**src/core/sfa_pkg.sv**
```systemverilog
// shared constants and types for the status-flag and data-addressing slice
// assumes a single core clock; every user writes sfa_pkg::name, nothing is imported
`default_nettype none

package sfa_pkg;

    // ========================================================================
    // widths
    localparam int DW = 8;                 // data byte
    localparam int AW = 12;                // linear data address
    localparam int PCW = 20;               // program memory target
    localparam int BW = 4;                 // bank_pointer width
    localparam int NF = 5;                 // implemented flag bits
    localparam int NPTR = 3;               // file_pointer_pair count

    // ========================================================================
    // arith_flags bit positions
    localparam int FLAG_NEG = 4;           // result_below_flag
    localparam int FLAG_WRAP = 3;          // sign_wrap_flag
    localparam int FLAG_NIL = 2;           // result_nil_flag
    localparam int FLAG_HALF = 1;          // half_out_flag
    localparam int FLAG_HIGH = 0;          // high_out_flag

    // which flags each class of operation updates
    localparam logic [NF-1:0] UPD_NONE = 5'h00;
    localparam logic [NF-1:0] UPD_ALL = 5'h1f;
    localparam logic [NF-1:0] UPD_NZ = 5'h14;
    localparam logic [NF-1:0] UPD_ROT = 5'h17;

    // ========================================================================
    // special-function addresses
    localparam logic [AW-1:0] ADDR_STATUS = 12'hfd8;
    localparam logic [AW-1:0] ADDR_BANK = 12'hfe0;
    localparam logic [AW-1:0] ADDR_IND0 = 12'hfef;   // indirect_operand of pair 0
    localparam logic [AW-1:0] ADDR_PINC0 = 12'hfee;  // post_increment_operand of pair 0
    localparam logic [AW-1:0] ADDR_PHI0 = 12'hfea;   // pointer_high_byte of pair 0
    localparam logic [AW-1:0] ADDR_PLO0 = 12'hfe9;   // pointer_low_byte of pair 0
    localparam int PTR_STRIDE = 8;                   // pair n sits 8*n below pair 0

    // access bank split and indexed-literal-offset window
    localparam logic [DW-1:0] ACCESS_SPLIT = 8'h80;
    localparam logic [BW-1:0] ACCESS_HIGH_BANK = 4'hf;
    localparam logic [DW-1:0] LIT_OFFSET_LIMIT = 8'h5f;
    localparam int LIT_OFFSET_PTR = 2;

    // ========================================================================
    // reset values and steps
    localparam logic [NF-1:0] FLAGS_RST = 5'h00;
    localparam logic [BW-1:0] BANK_RST = 4'h0;
    localparam logic [AW-1:0] PTR_RST = 12'h000;
    localparam logic [AW-1:0] PTR_INC = 12'h001;
    localparam logic [DW-1:0] ACC_RST = 8'h00;

    // ========================================================================
    // operations from the decoder
    typedef enum logic [3:0] {
        OP_NOP,
        OP_REG_ADD,
        OP_REG_SUB,
        OP_LIT_ADD,
        OP_LIT_SUB,
        OP_ROT_RIGHT,
        OP_ROT_LEFT,
        OP_AND,
        OP_OR,
        OP_XOR,
        OP_PASS,
        OP_STORE_ACC,
        OP_FULL_MOVE,
        OP_BRANCH
    } sfa_op_t;

    typedef enum logic [1:0] {
        ST_IDLE,
        ST_WAIT,
        ST_EXEC
    } sfa_state_t;

endpackage : sfa_pkg

`default_nettype wire

```
**src/core/sfa_alu_flags.sv**
```systemverilog
// combinational arithmetic/logic unit with its status flag outputs
// assumes the caller registers results and merges flags under the update mask
`default_nettype none

module sfa_alu_flags (
    // operation and operands
    input wire sfa_pkg::sfa_op_t op,
    input wire logic [sfa_pkg::DW-1:0] acc,
    input wire logic [sfa_pkg::DW-1:0] opnd,
    input wire logic cin,
    // results
    output logic [sfa_pkg::DW-1:0] result,
    output logic [sfa_pkg::NF-1:0] flags,
    output logic [sfa_pkg::NF-1:0] upd
);

    // ========================================================================
    // adder
    logic sub;
    logic [7:0] x;
    logic [7:0] y;
    logic [8:0] sum;
    logic [4:0] half;

    // subtract is always operand minus accumulator, done as a complement add
    always_comb begin
        sub = (op == sfa_pkg::OP_REG_SUB) || (op == sfa_pkg::OP_LIT_SUB);
        x = sub ? opnd : acc;
        y = sub ? ~acc : acc ^ acc ^ opnd;
        sum = {1'b0, x} + {1'b0, y} + {8'h00, sub};
        half = {1'b0, x[3:0]} + {1'b0, y[3:0]} + {4'h0, sub};
        result = opnd;
        flags = sfa_pkg::FLAGS_RST;
        upd = sfa_pkg::UPD_NONE;
        unique case (op)
            sfa_pkg::OP_REG_ADD, sfa_pkg::OP_REG_SUB,
            sfa_pkg::OP_LIT_ADD, sfa_pkg::OP_LIT_SUB: begin
                result = sum[7:0];
                flags[sfa_pkg::FLAG_HALF] = half[4];
                flags[sfa_pkg::FLAG_HIGH] = sum[8];
                flags[sfa_pkg::FLAG_WRAP] = (x[7] == y[7]) && (sum[7] != x[7]);
                upd = sfa_pkg::UPD_ALL;
            end
            sfa_pkg::OP_ROT_RIGHT: begin
                result = {cin, opnd[7:1]};
                flags[sfa_pkg::FLAG_HIGH] = opnd[0];
                flags[sfa_pkg::FLAG_HALF] = opnd[4];
                upd = sfa_pkg::UPD_ROT;
            end
            sfa_pkg::OP_ROT_LEFT: begin
                result = {opnd[6:0], cin};
                flags[sfa_pkg::FLAG_HIGH] = opnd[7];
                flags[sfa_pkg::FLAG_HALF] = opnd[3];
                upd = sfa_pkg::UPD_ROT;
            end
            sfa_pkg::OP_AND: begin
                result = acc & opnd;
                upd = sfa_pkg::UPD_NZ;
            end
            sfa_pkg::OP_OR: begin
                result = acc | opnd;
                upd = sfa_pkg::UPD_NZ;
            end
            sfa_pkg::OP_XOR: begin
                result = acc ^ opnd;
                upd = sfa_pkg::UPD_NZ;
            end
            sfa_pkg::OP_PASS: begin
                upd = sfa_pkg::UPD_NZ;
            end
            default: begin
                result = opnd; // moves and stores leave flags alone
            end
        endcase
        flags[sfa_pkg::FLAG_NEG] = result[7];
        flags[sfa_pkg::FLAG_NIL] = (result == 8'h00);
    end

endmodule : sfa_alu_flags

`default_nettype wire

```
**src/core/sfa_ptr_bank.sv**
```systemverilog
// the three 12-bit file_pointer_pair registers with byte writes and increment
// assumes write and increment requests come from logic on the same clock
`default_nettype none

module sfa_ptr_bank (
    // clock and reset
    input wire logic clk,
    input wire logic rst,
    input wire logic ce,
    // byte write
    input wire logic wr_en,
    input wire logic [1:0] wr_idx,
    input wire logic wr_hi,
    input wire logic [sfa_pkg::DW-1:0] wr_data,
    // post increment, one bit per pair
    input wire logic [sfa_pkg::NPTR-1:0] inc_mask,
    // pointer values
    output logic [sfa_pkg::AW-1:0] ptr [sfa_pkg::NPTR]
);

    // ========================================================================
    // one pair per loop pass
    genvar g;
    generate
        for (g = 0; g < sfa_pkg::NPTR; g++) begin : g_pair
            logic [sfa_pkg::AW-1:0] ptr_ff;
            logic [sfa_pkg::AW-1:0] nxt_ptr;

            // a byte write wins over an increment: the written value stands
            always_comb begin
                nxt_ptr = ptr_ff;
                if (wr_en && (wr_idx == 2'(g))) begin
                    if (wr_hi) begin
                        nxt_ptr[11:8] = wr_data[3:0];
                    end else begin
                        nxt_ptr[7:0] = wr_data;
                    end
                end else if (inc_mask[g]) begin
                    nxt_ptr = ptr_ff + sfa_pkg::PTR_INC;
                end
            end

            // pair register
            always_ff @(posedge clk or posedge rst) begin
                if (rst) begin
                    ptr_ff <= sfa_pkg::PTR_RST;
                end else if (ce) begin
                    ptr_ff <= nxt_ptr;
                end
            end

            assign ptr[g] = ptr_ff;
        end
    endgenerate

endmodule : sfa_ptr_bank

`default_nettype wire

```
**src/core/sfa_core.sv**
```systemverilog
// status flags and data addressing slice of an 8-bit core
// assumes a decoder that presents one operation at a time and a data ram with
// one cycle of registered read latency; the config bit is static on this clock
`default_nettype none

module sfa_core (
    // clock, reset, enable
    input wire logic clk,
    input wire logic rst,
    input wire logic ce,
    // decoder request
    input wire logic op_valid,
    input wire sfa_pkg::sfa_op_t op_code,
    input wire logic [sfa_pkg::DW-1:0] op_file,
    input wire logic op_access,
    input wire logic op_dest,
    input wire logic [sfa_pkg::DW-1:0] op_lit,
    input wire logic [sfa_pkg::AW-1:0] op_src_full,
    input wire logic [sfa_pkg::AW-1:0] op_dst_full,
    input wire logic [sfa_pkg::PCW-1:0] op_target,
    input wire logic extended_set_enable,
    // data memory
    input wire logic [sfa_pkg::DW-1:0] mem_rdata,
    output logic [sfa_pkg::AW-1:0] mem_addr,
    output logic mem_re,
    output logic mem_we,
    output logic [sfa_pkg::DW-1:0] mem_wdata,
    // core state
    output logic busy,
    output logic done,
    output logic [sfa_pkg::DW-1:0] accum,
    output logic [sfa_pkg::DW-1:0] arith_flags,
    output logic [sfa_pkg::BW-1:0] bank_pointer,
    // program counter load
    output logic pc_load,
    output logic [sfa_pkg::PCW-1:0] pc_target
);

    // ========================================================================
    // address helpers

    // address of slot `base` for pair n
    function automatic logic [11:0] slot(input logic [11:0] base, input int n);
        return 12'(int'(base) - sfa_pkg::PTR_STRIDE * n);
    endfunction : slot

    // short file address to linear address
    function automatic logic [11:0] direct_addr(input logic [7:0] f, input logic a,
                                                input logic [3:0] bank, input logic ext,
                                                input logic [11:0] p2);
        if (a) begin
            return {bank, f};
        end else if (ext && (f <= sfa_pkg::LIT_OFFSET_LIMIT)) begin
            return p2 + {4'h0, f};
        end else if (f >= sfa_pkg::ACCESS_SPLIT) begin
            return {sfa_pkg::ACCESS_HIGH_BANK, f};
        end
        return {4'h0, f};
    endfunction : direct_addr

    // indirect_operand slots redirect to their pair, bank and access bit unused
    function automatic logic [11:0] resolve(input logic [11:0] raw,
                                            input logic [11:0] p [3]);
        logic [11:0] eff;
        eff = raw;
        for (int n = 0; n < sfa_pkg::NPTR; n++) begin
            if ((raw == slot(sfa_pkg::ADDR_IND0, n)) ||
                (raw == slot(sfa_pkg::ADDR_PINC0, n))) begin
                eff = p[n];
            end
        end
        return eff;
    endfunction : resolve

    // pairs that a post_increment_operand access must step
    function automatic logic [2:0] inc_of(input logic [11:0] raw);
        logic [2:0] m;
        m = 3'b000;
        for (int n = 0; n < sfa_pkg::NPTR; n++) begin
            m[n] = (raw == slot(sfa_pkg::ADDR_PINC0, n));
        end
        return m;
    endfunction : inc_of

    // virtual slots: nothing stored there
    function automatic logic is_virt(input logic [11:0] a);
        logic v;
        v = 1'b0;
        for (int n = 0; n < sfa_pkg::NPTR; n++) begin
            v |= (a == slot(sfa_pkg::ADDR_IND0, n)) || (a == slot(sfa_pkg::ADDR_PINC0, n));
        end
        return v;
    endfunction : is_virt

    function automatic logic is_lit(input sfa_pkg::sfa_op_t o);
        return (o == sfa_pkg::OP_LIT_ADD) || (o == sfa_pkg::OP_LIT_SUB);
    endfunction : is_lit

    // ========================================================================
    // state
    sfa_pkg::sfa_state_t state_ff, nxt_state;
    sfa_pkg::sfa_op_t op_ff, nxt_op;
    logic dest_ff, nxt_dest;
    logic [11:0] src_ff, nxt_src;
    logic [11:0] dst_ff, nxt_dst;
    logic [7:0] lit_ff, nxt_lit;
    logic [2:0] inc_ff, nxt_inc;
    logic [7:0] acc_ff, nxt_acc;
    logic [4:0] flags_ff, nxt_flags;
    logic [3:0] bank_ff, nxt_bank;
    logic [11:0] mem_addr_ff, nxt_mem_addr;
    logic mem_re_ff, nxt_mem_re;
    logic mem_we_ff, nxt_mem_we;
    logic [7:0] mem_wdata_ff, nxt_mem_wdata;
    logic busy_ff, nxt_busy;
    logic done_ff, nxt_done;
    logic pc_load_ff, nxt_pc_load;
    logic [19:0] pc_target_ff, nxt_pc_target;

    // datapath wires
    logic [11:0] ptr [3];
    logic [11:0] raw_src;
    logic [7:0] opnd;
    logic loc_hit;
    logic [7:0] loc_rd;
    logic [7:0] wval;
    logic to_acc;
    logic [4:0] fl_merge;
    logic [7:0] alu_res;
    logic [4:0] alu_fl;
    logic [4:0] alu_upd;
    logic pw_en;
    logic [1:0] pw_idx;
    logic pw_hi;
    logic [2:0] p_inc;

    // ========================================================================
    // submodules
    sfa_alu_flags u_alu (
        .op(op_ff),
        .acc(acc_ff),
        .opnd(opnd),
        .cin(flags_ff[sfa_pkg::FLAG_HIGH]),
        .result(alu_res),
        .flags(alu_fl),
        .upd(alu_upd)
    );

    sfa_ptr_bank u_ptr (
        .clk(clk),
        .rst(rst),
        .ce(ce),
        .wr_en(pw_en),
        .wr_idx(pw_idx),
        .wr_hi(pw_hi),
        .wr_data(wval),
        .inc_mask(p_inc),
        .ptr(ptr)
    );

    // ========================================================================
    // sequencer: take, wait for ram, execute and write back
    always_comb begin
        nxt_state = state_ff;
        nxt_op = op_ff;
        nxt_dest = dest_ff;
        nxt_src = src_ff;
        nxt_dst = dst_ff;
        nxt_lit = lit_ff;
        nxt_inc = inc_ff;
        nxt_acc = acc_ff;
        nxt_flags = flags_ff;
        nxt_bank = bank_ff;
        nxt_mem_addr = mem_addr_ff;
        nxt_mem_re = 1'b0;
        nxt_mem_we = 1'b0;
        nxt_mem_wdata = mem_wdata_ff;
        nxt_done = 1'b0;
        nxt_pc_load = 1'b0;
        nxt_pc_target = pc_target_ff;
        raw_src = op_src_full;
        pw_en = 1'b0;
        pw_idx = 2'd0;
        pw_hi = 1'b0;
        p_inc = 3'b000;
        // status reads back with its upper three bits at zero
        loc_hit = 1'b0;
        loc_rd = 8'h00;
        if (src_ff == sfa_pkg::ADDR_STATUS) begin
            loc_hit = 1'b1;
            loc_rd = {3'b000, flags_ff};
        end else if (src_ff == sfa_pkg::ADDR_BANK) begin
            loc_hit = 1'b1;
            loc_rd = {4'h0, bank_ff};
        end
        for (int n = 0; n < sfa_pkg::NPTR; n++) begin
            if (src_ff == slot(sfa_pkg::ADDR_PHI0, n)) begin
                loc_hit = 1'b1;
                loc_rd = {4'h0, ptr[n][11:8]};
            end else if (src_ff == slot(sfa_pkg::ADDR_PLO0, n)) begin
                loc_hit = 1'b1;
                loc_rd = ptr[n][7:0];
            end
        end
        if (is_lit(op_ff)) begin
            opnd = lit_ff;
        end else if (loc_hit) begin
            opnd = loc_rd;
        end else if (is_virt(src_ff)) begin
            opnd = 8'h00;
        end else begin
            opnd = mem_rdata;
        end
        wval = (op_ff == sfa_pkg::OP_STORE_ACC) ? acc_ff : alu_res;
        to_acc = is_lit(op_ff) || (!dest_ff && (op_ff != sfa_pkg::OP_STORE_ACC) &&
                 (op_ff != sfa_pkg::OP_FULL_MOVE));
        fl_merge = (flags_ff & ~alu_upd) | (alu_fl & alu_upd);
        unique case (state_ff)
            sfa_pkg::ST_IDLE: begin
                if (op_valid && (op_code == sfa_pkg::OP_BRANCH)) begin
                    nxt_pc_target = op_target;
                    nxt_pc_load = 1'b1;
                    nxt_done = 1'b1;
                end else if (op_valid) begin
                    if (op_code != sfa_pkg::OP_FULL_MOVE) begin
                        raw_src = direct_addr(op_file, op_access, bank_ff, extended_set_enable,
                                              ptr[sfa_pkg::LIT_OFFSET_PTR]);
                    end
                    nxt_src = resolve(raw_src, ptr);
                    nxt_dst = nxt_src;
                    nxt_inc = inc_of(raw_src);
                    if (op_code == sfa_pkg::OP_FULL_MOVE) begin
                        nxt_dst = resolve(op_dst_full, ptr);
                        nxt_inc = nxt_inc | inc_of(op_dst_full);
                    end
                    nxt_op = op_code;
                    nxt_dest = op_dest;
                    nxt_lit = op_lit;
                    nxt_mem_addr = nxt_src;
                    nxt_mem_re = !is_lit(op_code) && !is_virt(nxt_src);
                    nxt_state = sfa_pkg::ST_WAIT;
                end
            end
            sfa_pkg::ST_WAIT: begin
                nxt_state = sfa_pkg::ST_EXEC; // ram data lands during the next cycle
            end
            sfa_pkg::ST_EXEC: begin
                nxt_flags = fl_merge;
                if (to_acc) begin
                    nxt_acc = alu_res;
                end else if (dst_ff == sfa_pkg::ADDR_STATUS) begin
                    if (alu_upd == sfa_pkg::UPD_NONE) begin
                        nxt_flags = wval[4:0];
                    end // else result dropped, flags only
                end else if (dst_ff == sfa_pkg::ADDR_BANK) begin
                    nxt_bank = wval[3:0];
                end else if (!is_virt(dst_ff)) begin
                    nxt_mem_addr = dst_ff;
                    nxt_mem_we = 1'b1;
                    nxt_mem_wdata = wval;
                    for (int n = 0; n < sfa_pkg::NPTR; n++) begin
                        if ((dst_ff == slot(sfa_pkg::ADDR_PHI0, n)) ||
                            (dst_ff == slot(sfa_pkg::ADDR_PLO0, n))) begin
                            pw_en = 1'b1;
                            pw_idx = 2'(n);
                            pw_hi = (dst_ff == slot(sfa_pkg::ADDR_PHI0, n));
                            nxt_mem_we = 1'b0; // pair bytes live here, not in ram
                        end
                    end
                end
                p_inc = inc_ff;
                nxt_done = 1'b1;
                nxt_state = sfa_pkg::ST_IDLE;
            end
        endcase
        nxt_busy = (nxt_state != sfa_pkg::ST_IDLE);
    end

    // registers; ce low freezes everything
    always_ff @(posedge clk or posedge rst) begin
        if (rst) begin
            state_ff <= sfa_pkg::ST_IDLE;
            op_ff <= sfa_pkg::OP_NOP;
            dest_ff <= 1'b0;
            src_ff <= sfa_pkg::PTR_RST;
            dst_ff <= sfa_pkg::PTR_RST;
            lit_ff <= sfa_pkg::ACC_RST;
            inc_ff <= 3'b000;
            acc_ff <= sfa_pkg::ACC_RST;
            flags_ff <= sfa_pkg::FLAGS_RST;
            bank_ff <= sfa_pkg::BANK_RST;
            mem_addr_ff <= sfa_pkg::PTR_RST;
            mem_re_ff <= 1'b0;
            mem_we_ff <= 1'b0;
            mem_wdata_ff <= sfa_pkg::ACC_RST;
            busy_ff <= 1'b0;
            done_ff <= 1'b0;
            pc_load_ff <= 1'b0;
            pc_target_ff <= 20'h00000;
        end else if (ce) begin
            state_ff <= nxt_state;
            op_ff <= nxt_op;
            dest_ff <= nxt_dest;
            src_ff <= nxt_src;
            dst_ff <= nxt_dst;
            lit_ff <= nxt_lit;
            inc_ff <= nxt_inc;
            acc_ff <= nxt_acc;
            flags_ff <= nxt_flags;
            bank_ff <= nxt_bank;
            mem_addr_ff <= nxt_mem_addr;
            mem_re_ff <= nxt_mem_re;
            mem_we_ff <= nxt_mem_we;
            mem_wdata_ff <= nxt_mem_wdata;
            busy_ff <= nxt_busy;
            done_ff <= nxt_done;
            pc_load_ff <= nxt_pc_load;
            pc_target_ff <= nxt_pc_target;
        end
    end

    // ========================================================================
    // outputs, all straight from flops
    assign mem_addr = mem_addr_ff;
    assign mem_re = mem_re_ff;
    assign mem_we = mem_we_ff;
    assign mem_wdata = mem_wdata_ff;
    assign busy = busy_ff;
    assign done = done_ff;
    assign accum = acc_ff;
    assign arith_flags = {3'b000, flags_ff};
    assign bank_pointer = bank_ff;
    assign pc_load = pc_load_ff;
    assign pc_target = pc_target_ff;

endmodule : sfa_core

`default_nettype wire

```
**config.mk**
```make
export PLATFORM = sky130hd
export DESIGN_NAME = sfa_core
export DESIGN_NICKNAME = d
export VERILOG_FILES = /design/src/core/sfa_pkg.sv /design/src/core/sfa_alu_flags.sv /design/src/core/sfa_ptr_bank.sv /design/src/core/sfa_core.sv
export SDC_FILE = /design/constraint.sdc
export NUM_CORES = 1
export LEC_CHECK = 0
export ABC_AREA = 0
export BUFFER_PORTS_ARGS = -buffer_cell sky130_fd_sc_hd__buf_2
export CAP_MARGIN = 20
export CORE_MARGIN = 4
export CORE_UTILIZATION = 30
export CTS_CLUSTER_SIZE = 12
export DETAILED_ROUTE_END_ITERATION = 10
export GPL_TIMING_DRIVEN = 0
export PLACE_DENSITY_LB_ADDON = 0.15
export SLEW_MARGIN = 25
export SYNTH_ARGS = -nofsm -noshare
export SYNTH_HDL_FRONTEND = slang
export SYNTH_SLANG_ARGS = --single-unit
```
**constraint.sdc**
```tcl
create_clock -name clk -period 8.9 [get_ports clk]
set_input_delay 0.89 -clock clk [delete_from_list [all_inputs] [get_ports clk]]
set_output_delay 0.89 -clock clk [all_outputs]
set_load 0.03 [all_outputs]
```
# Word level (Yosys, flattened, before mapping)
# Index checks and enable logic that the tools add are counted.
word_totals:
  output_inout_bits: 65
  wordCells: 308
  input_bits: 79
  reg_bits: 140
classes:
  order_cmp: 2
  n_reduce_logical: 59
  muxes: 111
  bitwise: 22
  addsub: 8
  n_eq_ne: 82
ops:
  columns: ["cell", "n"]
  rows:
  - ["12-bit equality test, second input constant", 46]
  - ["12-bit two-way mux", 30]
  - ["8-bit two-way mux", 14]
  - ["8-bit case mux with 6 select lines", 1]
  - ["1-bit two-way mux", 46]
  - ["12-bit by 1-bit adder with 12-bit output, second input constant", 3]
  - ["4-bit equality test, second input constant", 6]
  - ["2-bit != test, second input constant", 12]
  - ["12-bit case mux with 2 select lines", 1]
  - ["3-bit AND reduction", 8]
  - ["8-bit bitwise XOR", 3]
  - ["1-bit logical OR", 22]
  - ["4-bit by 3-bit equality test with 1-bit output, second input constant", 5]
  - ["2-bit two-way mux", 8]
  - ["5-bit two-way mux", 3]
  - ["5-bit case mux with 3 select lines", 1]
  - ["12-bit by 8-bit adder with 12-bit output", 1]
  - ["4-bit by 2-bit equality test with 1-bit output, second input constant", 3]
  - ["4-bit != test, second input constant", 3]
  - ["2-bit case mux with 3 select lines", 2]
  - ["5-bit bitwise AND", 2]
  - ["2-bit nonzero test", 5]
  - ["8-bit by 8-bit adder with 9-bit output", 1]
  - ["9-bit by 1-bit adder with 9-bit output", 1]
  - ["other kinds (32)", 57]

# Longest topological paths before layout
# Gate-level depths: netlist of the first run.
depth:
  depth_word: 30
  ltp_mapped: 23

# By module
# Synthesis of the first run repeated with hierarchy kept, for this count alone.
unflattened:
  cells_unflattened: 1351
  area_unflattened_um2: 11070.6
modules_own_cells:
  columns: ["module", "n_inst", "area_per_inst_um2", "seq_area_each_um2", "cells_each"]
  rows:
  - ["sfa_core", 1, 6886.6, 2602.5, 810]
  - ["sfa_ptr_bank", 1, 2651.3, 900.9, 308]
  - ["sfa_alu_flags", 1, 1532.7, 0.0, 233]

# Least setup slack after synthesis of the first run
# OpenSTA, ideal clock, no wires.
synth_path:
  path_type: "input to register"
  start: "in op_file[0] (netlist name)"
  end: "reg mem_addr_ff[10] (netlist: mem_addr[10])"
  path_stages: 14
  path_buffers: 2
  required_time_ps: 8775
  path_slack_ps: 4191
  t_arrival_ps: 4584
  path_cell_list: "ha_1 -> fa_1 -> a21o_1 -> a221oi_1 -> nor4b_1 -> or4_4 -> or4_1 -> buf_2 -> or4_4 -> buf_6 -> o311ai_4 -> o21ai_2 -> mux2_2 -> mux2_2"
synth_between:
  elab_chain_len: 24
  elab_cells_between_ends: 37
  classes_between: "1 x add/sub; 2 x order compare; 6 x eq/ne; 24 x mux; 4 x reduce/logical"
synth_rtl:
  columns: ["item", "line_no", "rtl"]
  rows:
  - ["start: declaration", "sfa_core.sv:14", "input wire logic [sfa_pkg::DW-1:0] op_file,"]
  - ["8-bit greater-or-equal comparator or 8-bit by 7-bit less-or-equal comparator with 1-bit output (tied branches)", "sfa_core.sv:55, sfa_core.sv:53", null]
  - ["1-bit two-way mux or 1-bit logical AND (tied branches)", "sfa_core.sv:55, sfa_core.sv:53", null]
  - ["1-bit two-way mux", "sfa_core.sv:53", "end else if (ext && (f <= sfa_pkg::LIT_OFFSET_LIMIT)) begin"]
  - ["1-bit two-way mux", "sfa_core.sv:51", "if (a) begin"]
  - ["1-bit two-way mux", "sfa_core.sv:225", "if (op_code != sfa_pkg::OP_FULL_MOVE) begin"]
  - ["1-bit two-way mux", "sfa_core.sv:224", "end else if (op_valid) begin"]
  - ["1-bit two-way mux", "sfa_core.sv:220", "if (op_valid && (op_code == sfa_pkg::OP_BRANCH)) begin"]
  - ["1-bit two-way mux", "sfa_core.sv:218", "unique case (state_ff)"]
  - ["(+7 left out)", null, null]
  - ["12-bit two-way mux (2 in series)", "sfa_core.sv:67", "if ((raw == slot(sfa_pkg::ADDR_IND0, n)) ||"]
  - ["12-bit two-way mux (*)", "sfa_core.sv:67", null]
  - ["12-bit two-way mux (*)", "sfa_core.sv:224", null]
  - ["12-bit two-way mux (*)", "sfa_core.sv:220", null]
  - ["12-bit two-way mux (*)", "sfa_core.sv:218", null]
  - ["12-bit two-way mux (*)", "sfa_core.sv:224", null]
  - ["12-bit two-way mux (*)", "sfa_core.sv:220", null]
  - ["12-bit case mux with 2 select lines (*)", "sfa_core.sv:218", null]
  - ["end signal: assignment", "sfa_core.sv:292", "mem_addr_ff <= sfa_pkg::PTR_RST;"]
  - ["end signal: assignment", "sfa_core.sv:311", "mem_addr_ff <= nxt_mem_addr;"]
  - ["end: declaration", "sfa_core.sv:111", "logic [11:0] mem_addr_ff, nxt_mem_addr;"]
# Every way passes the cells marked *; elsewhere a longest branch is shown, timed or not. The select of a mux whose other input is x is not followed.
# A chain may end at the register's enable or synchronous reset.

# Worst setup path after layout of the first run
layout_path:
  start: "reg src_ff[3]"
  end: "reg flags_ff[2]"
layout_between:
  elab_chain_len: 22
  elab_cells_between_ends: 54
  classes_between: "2 x add/sub; 14 x eq/ne; 26 x mux; 8 x bitwise; 4 x reduce/logical"
layout_rtl:
  columns: ["item", "line_no", "rtl"]
  rows:
  - ["start: declaration", "sfa_core.sv:104", "logic [11:0] src_ff, nxt_src;"]
  - ["start signal: assignment", "sfa_core.sv:285", "src_ff <= sfa_pkg::PTR_RST;"]
  - ["start signal: assignment", "sfa_core.sv:304", "src_ff <= nxt_src;"]
  - ["12-bit equality test", "sfa_core.sv:192", "end else if (src_ff == sfa_pkg::ADDR_BANK) begin"]
  - ["4-bit two-way mux or 1-bit two-way mux (tied branches)", "sfa_core.sv:192", null]
  - ["8-bit two-way mux or 1-bit two-way mux (tied branches)", "sfa_core.sv:189", "if (src_ff == sfa_pkg::ADDR_STATUS) begin"]
  - ["8-bit two-way mux or 1-bit two-way mux (tied branches)", "sfa_core.sv:200", "end else if (src_ff == slot(sfa_pkg::ADDR_PLO0, n)) begin"]
  - ["8-bit two-way mux or 1-bit two-way mux (tied branches)", "sfa_core.sv:197", "if (src_ff == slot(sfa_pkg::ADDR_PHI0, n)) begin"]
  - ["8-bit two-way mux or 1-bit two-way mux (tied branches)", "sfa_core.sv:200", null]
  - ["8-bit two-way mux or 1-bit two-way mux (tied branches)", "sfa_core.sv:197", null]
  - ["8-bit two-way mux or 1-bit two-way mux (tied branches)", "sfa_core.sv:200", null]
  - ["(+6 left out)", null, null]
  - ["9-bit by 1-bit adder with 9-bit output", "sfa_alu_flags.sv:30", "sum = {1'b0, x} + {1'b0, y} + {8'h00, sub};"]
  - ["8-bit case mux with 6 select lines (*)", "sfa_alu_flags.sv:35", "unique case (op)"]
  - ["8-bit logical NOT", "sfa_alu_flags.sv:76", "flags[sfa_pkg::FLAG_NIL] = (result == 8'h00);"]
  - ["5-bit bitwise AND", "sfa_core.sv:217", "fl_merge = (flags_ff & ~alu_upd) | (alu_fl & alu_upd);"]
  - ["5-bit bitwise OR", "sfa_core.sv:217", null]
  - ["5-bit two-way mux", "sfa_core.sv:252", "if (alu_upd == sfa_pkg::UPD_NONE) begin"]
  - ["5-bit two-way mux", "sfa_core.sv:251", "end else if (dst_ff == sfa_pkg::ADDR_STATUS) begin"]
  - ["5-bit two-way mux (*)", "sfa_core.sv:249", "if (to_acc) begin"]
  - ["end signal: assignment", "sfa_core.sv:290", "flags_ff <= sfa_pkg::FLAGS_RST;"]
  - ["end signal: assignment", "sfa_core.sv:309", "flags_ff <= nxt_flags;"]
  - ["end: declaration", "sfa_core.sv:109", "logic [4:0] flags_ff, nxt_flags;"]
# Every way passes the cells marked *; elsewhere a longest branch is shown, timed or not.

==> flow_summary_export.csv, run 1 <==
group,metric,value,unit
outcome,status,"finished, final reports clean",
synth,yosys_register_bits,140,
cells_and_area,area_growth,17.5,%
setup_path,crit_type,"flop to flop",
synth,yosysTopAreaCell,"dfrtp_1",
timing,fmax,0.163,GHz
timing,setup_viol,0,
timing,rsz0062_at_grt,"no",
setup_path,worstPathArrival,6.49,ns
synth,ys.flop_type,"dfrtp_1",
clocking,hold_buffers,0,
floorplanning,dieArea,39900,um2
drt,ant_nets,0,
drt,wl_met3,2930,um
cells_and_area,post-route-cell-area,13000,um2
synth,synth_area,11000,um2
timing,finalHoldViolCount,0,
drt,drc_errors,0,
cells_and_area,mostFrequentLayoutCell,"nand2_1",
drt,vias_per_cell,5.89,
floorplanning,io_pins,144,
cells_and_area,final_cell_mix,"nand2_1, buf_2, dfrtp_1, o21ai_0, nor2_1",
power_and_ir_drop,leakage,5.56,nW
grt,grt_antenna_before_repair,0,
worst_hold_path,hold_depth,1,
timing,worst_slew_pin_slew,1.05,ns
setup_path,cp.required,9.26,ns
timing,slew_viol_final,0,
place,place.gp.congestion,0.975,
drt,post_drt_wl_per_cell,23.5,um
synth,synth_area_per_cell,7.95,um2
floorplanning,initial_utilization,30.7,%
clocking,cts.sinks,140,
drt,highest_layer,"met4",
synth,synth-edff-count,0,
drt,dr_total_vias,11900,
drt,dr_wl_met2,21500,um
power_and_ir_drop,ir_worst_vdd,185,uV
clocking,cts_buffer_depth,2,
synth,synth.distinct_cells,90,
timing,hold_ws,0.475,ns
place,port_buffers,139,
cells_and_area,final_nets,1665,
setup_path,path_cells,"clkbuf_1 > or4b_1 > nor4_1 > a221oi_1 > a31oi_1 > inv_1 > o21ai_0 > ha_1 > a21o_1 > a21oi_1 > a21boi_0 > a41oi_1 > and4b_1 > nor3_1 > or3b_2 > o21ai_0",
setup_path,critical-path-max-stage-delay,0.77,ns
setup_path,crit_family,"simple AND/OR/NAND/NOR gates",
cells_and_area,fillers,3831,
grt,grt_pass1_vias,11400,
synth,synth_top_area_share,31.8,%
floorplanning,die_height,200,um
timing,period_minus_slack,6.12,ns
timing,maxSlewHeadroom,29.2,%
synth,synthArstFlopShare,100,%
synth,synth_warnings,0,
drt,routed_wl,47600,um
setup_path,cp-end-kind,"flop",
grt,track_usage,23.4,%
clocking,cts_made_buffers,17,
clocking,cts_resized,0,
clocking,clk_pin_slew_worst_paths,0.07,ns
drt,routedLengthMet1,21300,um
clocking,cts_root_buffer,"clkbuf_16",
setup_path,crit_top_cell,"o21ai_0",
floorplanning,core-area,35900,um2
cells_and_area,antenna_cells,0,
synth,synthCells,1386,
setup_path,worst-path-buf-inv,2,
setup_path,critPathMaxFanout,10,
setup_path,setup.worst_path.start_class,"flop",
grt,grt_pass1_wl,70500,um
grt,overflow,0,
cells_and_area,drive_gt1_share,16.2,%
timing,clock_skew,0.0167,ns
clocking,cts_setup_buffers,0,
setup_path,crit_path_top_delay_cell,"a31oi_1",
power_and_ir_drop,powerDensity,309,nW/um2
clocking,cts_tree,"built",
flow_run,cap_violations,0,
place,dp_hpwl,36100,um
drt,dr.first_iter.drc_count,1317,
setup_path,path_depth,16,
synth,synthTopCellsByArea,"dfrtp_1, nand2_1, o21ai_0",
timing,tns,0,ns
clocking,clkLatencyLatePin,0.45,ns
synth,ys_seq_area_share,31.8,%
floorplanning,die_x,200,um
drt,dr.pass1.iters,6,
grt,grt_max_degree,86,
clocking,cts.htree.levels,4,
worst_hold_path,hp-class,"flop to flop",
setup_path,r2r_cells,16,
place,place_area,12300,um2
floorplanning,rows,69,
timing,fin_crit_sh,68.8,%
## state kept, by name (all words and copies together), names as in the netlist, 5 cells and up
signal / cells
u_ptr.g_pair.ptr_ff: 36
flags_ff: 5
mem_wdata: 8
accum: 8
dst_ff: 12
lit_ff: 8
pc_target: 20
mem_addr: 12
src_ff: 12
## path summary, 6_finish.rpt
check                               start                         to  slack, ns
worst min-delay path              pc_load                    pc_load       0.47
worst max-delay path            src_ff[3]                flags_ff[2]       2.78
worst min register to register    pc_load                    pc_load       0.47
min in group asynchronous             rst              pc_target[19]       0.48
worst max register to register  src_ff[3]                flags_ff[2]       2.78
max in group asynchronous             rst  u_ptr.g_pair[2].ptr_ff[9]       7.62
## per-stage QoR
stage	utilization (%)	power [mW]	cells	setup WS (ns)
after floorplan	-	2.45	1388	4.19
after global placement	34.3	3.23	1988	2.05
after detailed placement	34.4	3.25	1989	2.95
after CTS	36.0	4.00	2021	2.92
after global routing	36.1	4.26	2021	2.37
final	36.1	4.01	2021	2.78
## kinds of logic after synthesis
| kind of cell | synth area share, % |
|---|---|
| xor gates and xnor gates | 0.556 |
| muxes | 6.50 |
| other | 0.0340 |
| buffers and inverters | 5.23 |
| AOI/OAI and AO/OA | 27.6 |
| adders and majority gates | 4.56 |
| and+or+nand+nor | 23.7 |
| DFF | 31.8 |
## where the power goes
group / total (mW) / leakage, nW / internal, mW / switching, mW
logic: 2.25 / 3.50 / 0.721 / 1.53
clock network: 0.739 / 0.289 / 0.400 / 0.339
registers: 1.01 / 1.77 / 0.830 / 0.184
## layout make-up
class                   count  area (um2)  share of cell area, %
clock buffers              17         425                   3.28
clock inverters            15         164                   1.27
multi-input cells        1104        6980                   53.9
flip-flops and latches    140        3500                   27.0
repair buffers            140         723                   5.58
plain buffers              90         374                   2.89
well taps                 461         577                   4.45
inverters                  54         210                   1.62
## Yosys cell counts, types with 17 or more instances
master,number
o21ai_0,121
nand4_1,18
nor2_1,105
clkbuf_1,71
nand2_1,191
nand3_1,46
dfrtp_1,140
nor3_1,23
a31oi_1,17
mux2i_1,30
a22oi_1,18
inv_1,52
mux2_2,37
and3_1,31
o22ai_1,20
o211ai_1,25
ha_1,37
a21oi_1,96
## layer usage
metal | vias to the layer above | GRT usage [%]
met5 | - | 0
met4 | 0 | 9.99
met3 | 93 | 3.17
met2 | 464 | 36.6
met1 | 5854 | 32.6
li1 | 5485 | -
No activity file was read; power rests on OpenSTA's default activity.
==> run 2, diff against run 1 <==
Clock period 8.9 ns to 5 ns, I/O delays scaled along.
==> run 2 against run 1 <==
  * Clock skew about the same
  * Worst setup slack got worse by 2.6 ns
  * Critical path depth increased by 2
  * First-iteration DRC count decreased by 5.0%
  * Cell area increased by 3.4%
  * Clock power increased by 79%
  * Combinational power increased by 97%
  * Largest power group unchanged
  * Highest routed layer unchanged
==> flow_summary_export.csv, run 2 (synthesized netlist as in run 1, its figures left out) <==
group,metric,value,unit
timing,fin_crit_sh,97.3,%
clocking,cts_root_buffer,"clkbuf_16",
cells_and_area,final_cell_mix,"nand2_1, buf_2, dfrtp_1, o21ai_0, nor2_1",
setup_path,critPathMaxFanout,10,
drt,dr.first_iter.drc_count,1251,
flow_run,cap_violations,0,
floorplanning,die_x,200,um
timing,period_minus_slack,4.87,ns
worst_hold_path,hp-class,"input port to asynchronous set/reset pin",
grt,grt_pass1_wl,71100,um
floorplanning,dieArea,39900,um2
clocking,cts_made_buffers,17,
grt,grt_max_degree,86,
timing,hold_ws,0.0861,ns
power_and_ir_drop,ir_worst_vdd,328,uV
place,dp_hpwl,36100,um
setup_path,crit_type,"flop to flop",
place,place.gp.congestion,0.975,
setup_path,setup.worst_path.start_class,"flop",
cells_and_area,mostFrequentLayoutCell,"nand2_1",
power_and_ir_drop,intPower,3.75,mW
place,port_buffers,139,
cells_and_area,utilization,37.3,%
grt,grt_antenna_before_repair,0,
clocking,clkLatencyLatePin,0.45,ns
power_and_ir_drop,switching_power,3.82,mW
timing,fmax,0.206,GHz
timing,clock_skew,0.0167,ns
clocking,cts.sinks,140,
drt,dr_total_vias,12000,
setup_path,cp-end-kind,"flop",
drt,ant_nets,0,
power_and_ir_drop,leakage,5.71,nW
cells_and_area,largest_reg_flops,36,
power_and_ir_drop,powerDensity,566,nW/um2
grt,overflow,0,
drt,routed_wl,47900,um
power_and_ir_drop,p_clk_share,17.4,%
grt,track_usage,23.5,%
drt,drc_errors,0,
power_and_ir_drop,power,7.58,mW
cells_and_area,fillers,3803,
floorplanning,die_height,200,um
floorplanning,core-area,35900,um2
drt,vias_per_cell,5.92,
power_and_ir_drop,p_seq_share,24.0,%
clocking,cts_buffer_depth,2,
timing,finalHoldViolCount,0,
timing,worst_slew_pin_slew,1.07,ns
clocking,cts.htree.levels,4,
drt,post_drt_wl_per_cell,23.5,um
clocking,hold_buffers,0,
cells_and_area,area_growth,21.5,%
setup_path,worstPathArrival,5.20,ns
floorplanning,initial_utilization,30.7,%
power_and_ir_drop,p_comb_share,58.6,%
timing,slew_viol_final,0,
clocking,cts_tree,"built",
cells_and_area,antenna_cells,0,
power_and_ir_drop,swShare,50.5,%
cells_and_area,regMostFlops,"u_ptr.g_pair.ptr_ff",
timing,setup_viol,0,
outcome,status,"finished, final reports clean",
timing,maxSlewHeadroom,28.3,%
floorplanning,io_pins,144,
cells_and_area,final_nets,1677,
setup_path,cp.required,5.34,ns
cells_and_area,drive_gt1_share,20.4,%
drt,dr.pass1.iters,7,
floorplanning,rows,69,
clocking,clk_pin_slew_worst_paths,0.07,ns
grt,grt_pass1_vias,11400,
run 2: cell count changes in the layout (fill, tap and decap cells not counted), sizes merged:
cell    change
clkbuf      -5
buf        +17
run 2: routing by layer:
metal  part of all wire, %  up-vias  track usage (%)
met5                     0        -                0
met4                   3.7        0             9.11
met3                   5.9       86             2.92
met2                    46      476             37.2
met1                    45     5944             32.8
li1                      -     5520                -
run 2: path summary, 6_finish.rpt:
check	start	endpoint	cells past startpoint	slack, ns
worst max-delay path	src_ff[3]	u_ptr.g_pair[1].ptr_ff[11]	18	0.13
worst min-delay path	rst	pc_target[19]	2	0.09
worst max register to register	src_ff[3]	u_ptr.g_pair[1].ptr_ff[11]	18	0.13
worst min register to register	pc_load	pc_load	1	0.47
max in group asynchronous	rst	u_ptr.g_pair[2].ptr_ff[0]	3	4.07
min in group clk	op_lit[1]	lit_ff[1]	3	0.24
run 2: what timing repair did:
item                                    CTS  global route
endpoints found under the setup margin   62            61
endpoints found under the hold margin     0             0
setup buffers                             7             9
cloned                                    0             0
resized for setup                        38            45
pin swaps                                 6            13
run 2: power groups by stage:
| stage | Combinational, mW | Clock (mW) | Sequential (mW) |
|---|---|---|---|
| after floorplan | 2.29 | 0 | 2.08 |
| after global placement | 3.94 | 0 | 1.82 |
| after detailed placement | 3.96 | 0 | 1.82 |
| after CTS | 4.22 | 1.34 | 1.82 |
| after global routing | 4.77 | 1.39 | 1.87 |
| final | 4.44 | 1.32 | 1.82 |
run 2: final cells by class:
cell class                 instances  area [um2]  area share, %
multi-input combinational       1104        7280           54.4
sequential                       140        3510           26.2
timing repair buffer             156         860           6.42
tap                              461         577           4.31
clock buffer                      17         425           3.18
buffer                            86         370           2.77
inverter                          54         210           1.57
clock inverter                    15         164           1.22
run 2: per-stage QoR:
stage / std cells / instance area, um2 / setup TNS (ns) / worst slack [ns]
after floorplan: 1388 / 11000 / 0 / 0.442
after global placement: 1988 / 12300 / -233.28 / -1.46
after detailed placement: 1989 / 12300 / -20.56 / -0.951
after CTS: 2026 / 13100 / 0 / 0.0184
after global routing: 2033 / 13400 / -0.0193 / -0.0138
final: 2033 / 13400 / 0 / 0.135
run 2: worst max-delay path, cell delays in order (launching register included):
cell       delay, ns
dfrtp_1         0.38
buf_4           0.17
or4b_4          0.53
or4_4           0.57
o2111ai_4       0.24
o221ai_2        0.14
a21oi_2         0.15
buf_6           0.14
inv_1           0.06
ha_1            0.18
a32o_1          0.26
a221oi_2        0.26
o31ai_1         0.10
a21oi_1         0.16
o211ai_1        0.17
o32a_1          0.42
mux2_4          0.36
mux2_2          0.28
o22a_1          0.19
==> run 3, diff against run 2 <==
Clock period 5 ns to 4.8 ns, I/O delays scaled along.
==> run 3 against run 2 <==
  * The run now ends with negative setup slack left
  * First-iteration DRC count increased by 10%
  * Die area unchanged
  * Hold slack got worse by 0.019 ns
  * Utilization increased by 0.80 points
  * Worst setup slack got worse by 0.18 ns
  * Combinational power increased by 7.7%
  * Register-to-register slack got worse by 0.18 ns
  * Sequential share of layout area decreased by 0.54 points
  * Critical path type unchanged
==> flow_summary_export.csv, run 3 (synthesized netlist as in run 1, its figures left out) <==
group,metric,value,unit
timing,slew_viol_final,0,
place,dp_cells,1989,
cells_and_area,mostFrequentLayoutCell,"nand2_1",
cells_and_area,final_nets,1695,
setup_path,r2r-start,"src_ff[2]",
floorplanning,initial_utilization,30.7,%
setup_path,worstPathArrival,5.18,ns
setup_path,reg2reg_to,"u_ptr.g_pair[1].ptr_ff[11]",
setup_path,crit_end,"u_ptr.g_pair[1].ptr_ff[11]",
clocking,cts_made_buffers,17,
place,dp_hpwl,36100,um
clocking,cts_buffer_depth,2,
setup_path,crit_start,"src_ff[2]",
timing,clock_skew,0.0177,ns
setup_path,cp-end-kind,"flop",
place,place_ws,-1.15,ns
drt,post_drt_wl_per_cell,23.5,um
timing,finalHoldViolCount,0,
power_and_ir_drop,leakage,5.85,nW
setup_path,critPathMaxFanout,7,
power_and_ir_drop,ir_worst_vdd,342,uV
cells_and_area,regMostFlops,"u_ptr.g_pair.ptr_ff",
flow_run,cap_violations,0,
worst_hold_path,hp-class,"input port to asynchronous set/reset pin",
grt,grt_max_degree,86,
drt,vias_per_cell,5.89,
setup_path,setup.worst_path.start_class,"flop",
floorplanning,die_x,200,um
floorplanning,io_pins,144,
timing,setup_viol,2,
timing,maxSlewHeadroom,31.3,%
setup_path,ff2ff_setup_slack,-0.05,ns
cells_and_area,final_cell_mix,"nand2_1, buf_2, dfrtp_1, o21ai_0, nor2_1",
cells_and_area,stdcell_count,2051,
timing,period_minus_slack,4.85,ns
grt,grt_pass1_vias,11500,
clocking,cts.htree.levels,4,
timing,setup_ws,-0.0466,ns
floorplanning,core-area,35900,um2
drt,dr.first_iter.drc_count,1377,
setup_path,r2r_cells,18,
floorplanning,die_height,200,um
timing,hold_ws,0.0675,ns
floorplanning,dieArea,39900,um2
power_and_ir_drop,powerDensity,589,nW/um2
grt,grt_pass1_wl,71400,um
cells_and_area,utilization,38.1,%
clocking,clkLatencyLatePin,0.45,ns
place,place.gp.congestion,0.975,
clocking,clk_pin_slew_worst_paths,0.08,ns
cells_and_area,largest_reg_flops,36,
timing,fin_crit_sh,101,%
place,port_buffers,139,
clocking,cts_root_buffer,"clkbuf_16",
outcome,violations,"negative setup slack",
setup_path,cp.required,5.14,ns
drt,dr_total_vias,12100,
grt,track_usage,23.6,%
outcome,status,"finished with violations",
drt,drc_errors,0,
drt,routed_wl,48200,um
grt,overflow,0,
timing,worst_slew_pin_slew,1.02,ns
timing,rsz0062_at_grt,"yes",
cells_and_area,antenna_cells,0,
timing,fmax,0.206,GHz
grt,grt_antenna_before_repair,0,
drt,dr.pass1.iters,5,
cells_and_area,area_growth,24.1,%
clocking,cts_tree,"built",
setup_path,crit_type,"flop to flop",
drt,ant_nets,0,
cells_and_area,drive_gt1_share,23.2,%
clocking,cts.sinks,140,
floorplanning,rows,69,
[run 3: changes by cell type in the layout (fill, tap and decap cells not counted), sizes merged]
cell    previous run  this run
clkbuf            83        81
buf              176       196
[run 3: per-layer routing]
layer  wire length [um]  vias to the layer above  global-route usage (%)
li1                   -                     5540                       -
met5                  0                        -                       0
met2              22000                      483                    37.3
met3               2930                       96                    2.83
met4               1880                        0                    9.26
met1              21300                     5971                    33.0
[run 3: worst min-delay path by stage]
stage | slack (ns) | end | from
6_report | 0.07 | pc_target[19] | rst
3_5_place_dp | 0.46 | pc_load | pc_load
3_3_place_gp | 0.46 | pc_load | pc_load
2_1_floorplan | 0.45 | inc_ff[1] | inc_ff[1]
5_1_grt | 0.09 | op_ff[1] | rst
4_1_cts | 0.07 | pc_target[19] | rst
[run 3: critical path, stage by stage, from the launching register on]
cell and delay [ns]:
dfrtp_2 0.47, or4b_4 0.59, or4_4 0.57, o22ai_4 0.18
nor2_2 0.07, o21ai_2 0.11, nand2_2 0.11, inv_2 0.11
nand2_1 0.05, o21a_1 0.16, ha_4 0.29, nand2_4 0.05
or3_1 0.34, o41a_1 0.19, and3_1 0.19, o32a_1 0.40
mux2_4 0.37, mux2_4 0.29, o22a_1 0.19
[run 3: what timing repair did]
action | 4_1_cts | 5_1_grt
gates cloned | 0 | 0
setup endpoints to repair | 77 | 69
gates resized for setup | 51 | 71
pin swaps | 8 | 14
buffers inserted | 21 | 16
hold buffers | 0 | 0
[run 3: layout make-up]
class | count | area, um2
fillers | 3791 | 22200
multi-input cells | 1104 | 7400
flip-flops and latches | 140 | 3510
repair buffers | 177 | 1020
well taps | 461 | 577
clock buffers | 17 | 425
plain buffers | 83 | 373
inverters | 54 | 210
clock inverters | 15 | 164
[run 3: power by group]
group / leakage (nW) / switching, mW / internal [mW]
Combinational: 3.80 / 3.05 / 1.73
Clock: 0.289 / 0.628 / 0.742
Sequential: 1.76 / 0.370 / 1.54
Total: 5.85 / 4.05 / 4.01
[run 3: per-stage QoR]
stage          cell area (um2)  power [mW]  setup TNS (ns)
2_1_floorplan            11000        4.55               0
3_3_place_gp             12300        6.00         -272.23
3_5_place_dp             12300        6.02          -34.05
4_1_cts                  13300        7.72         -0.0548
5_1_grt                  13700        8.55           -1.16
6_report                 13700        8.06         -0.0656
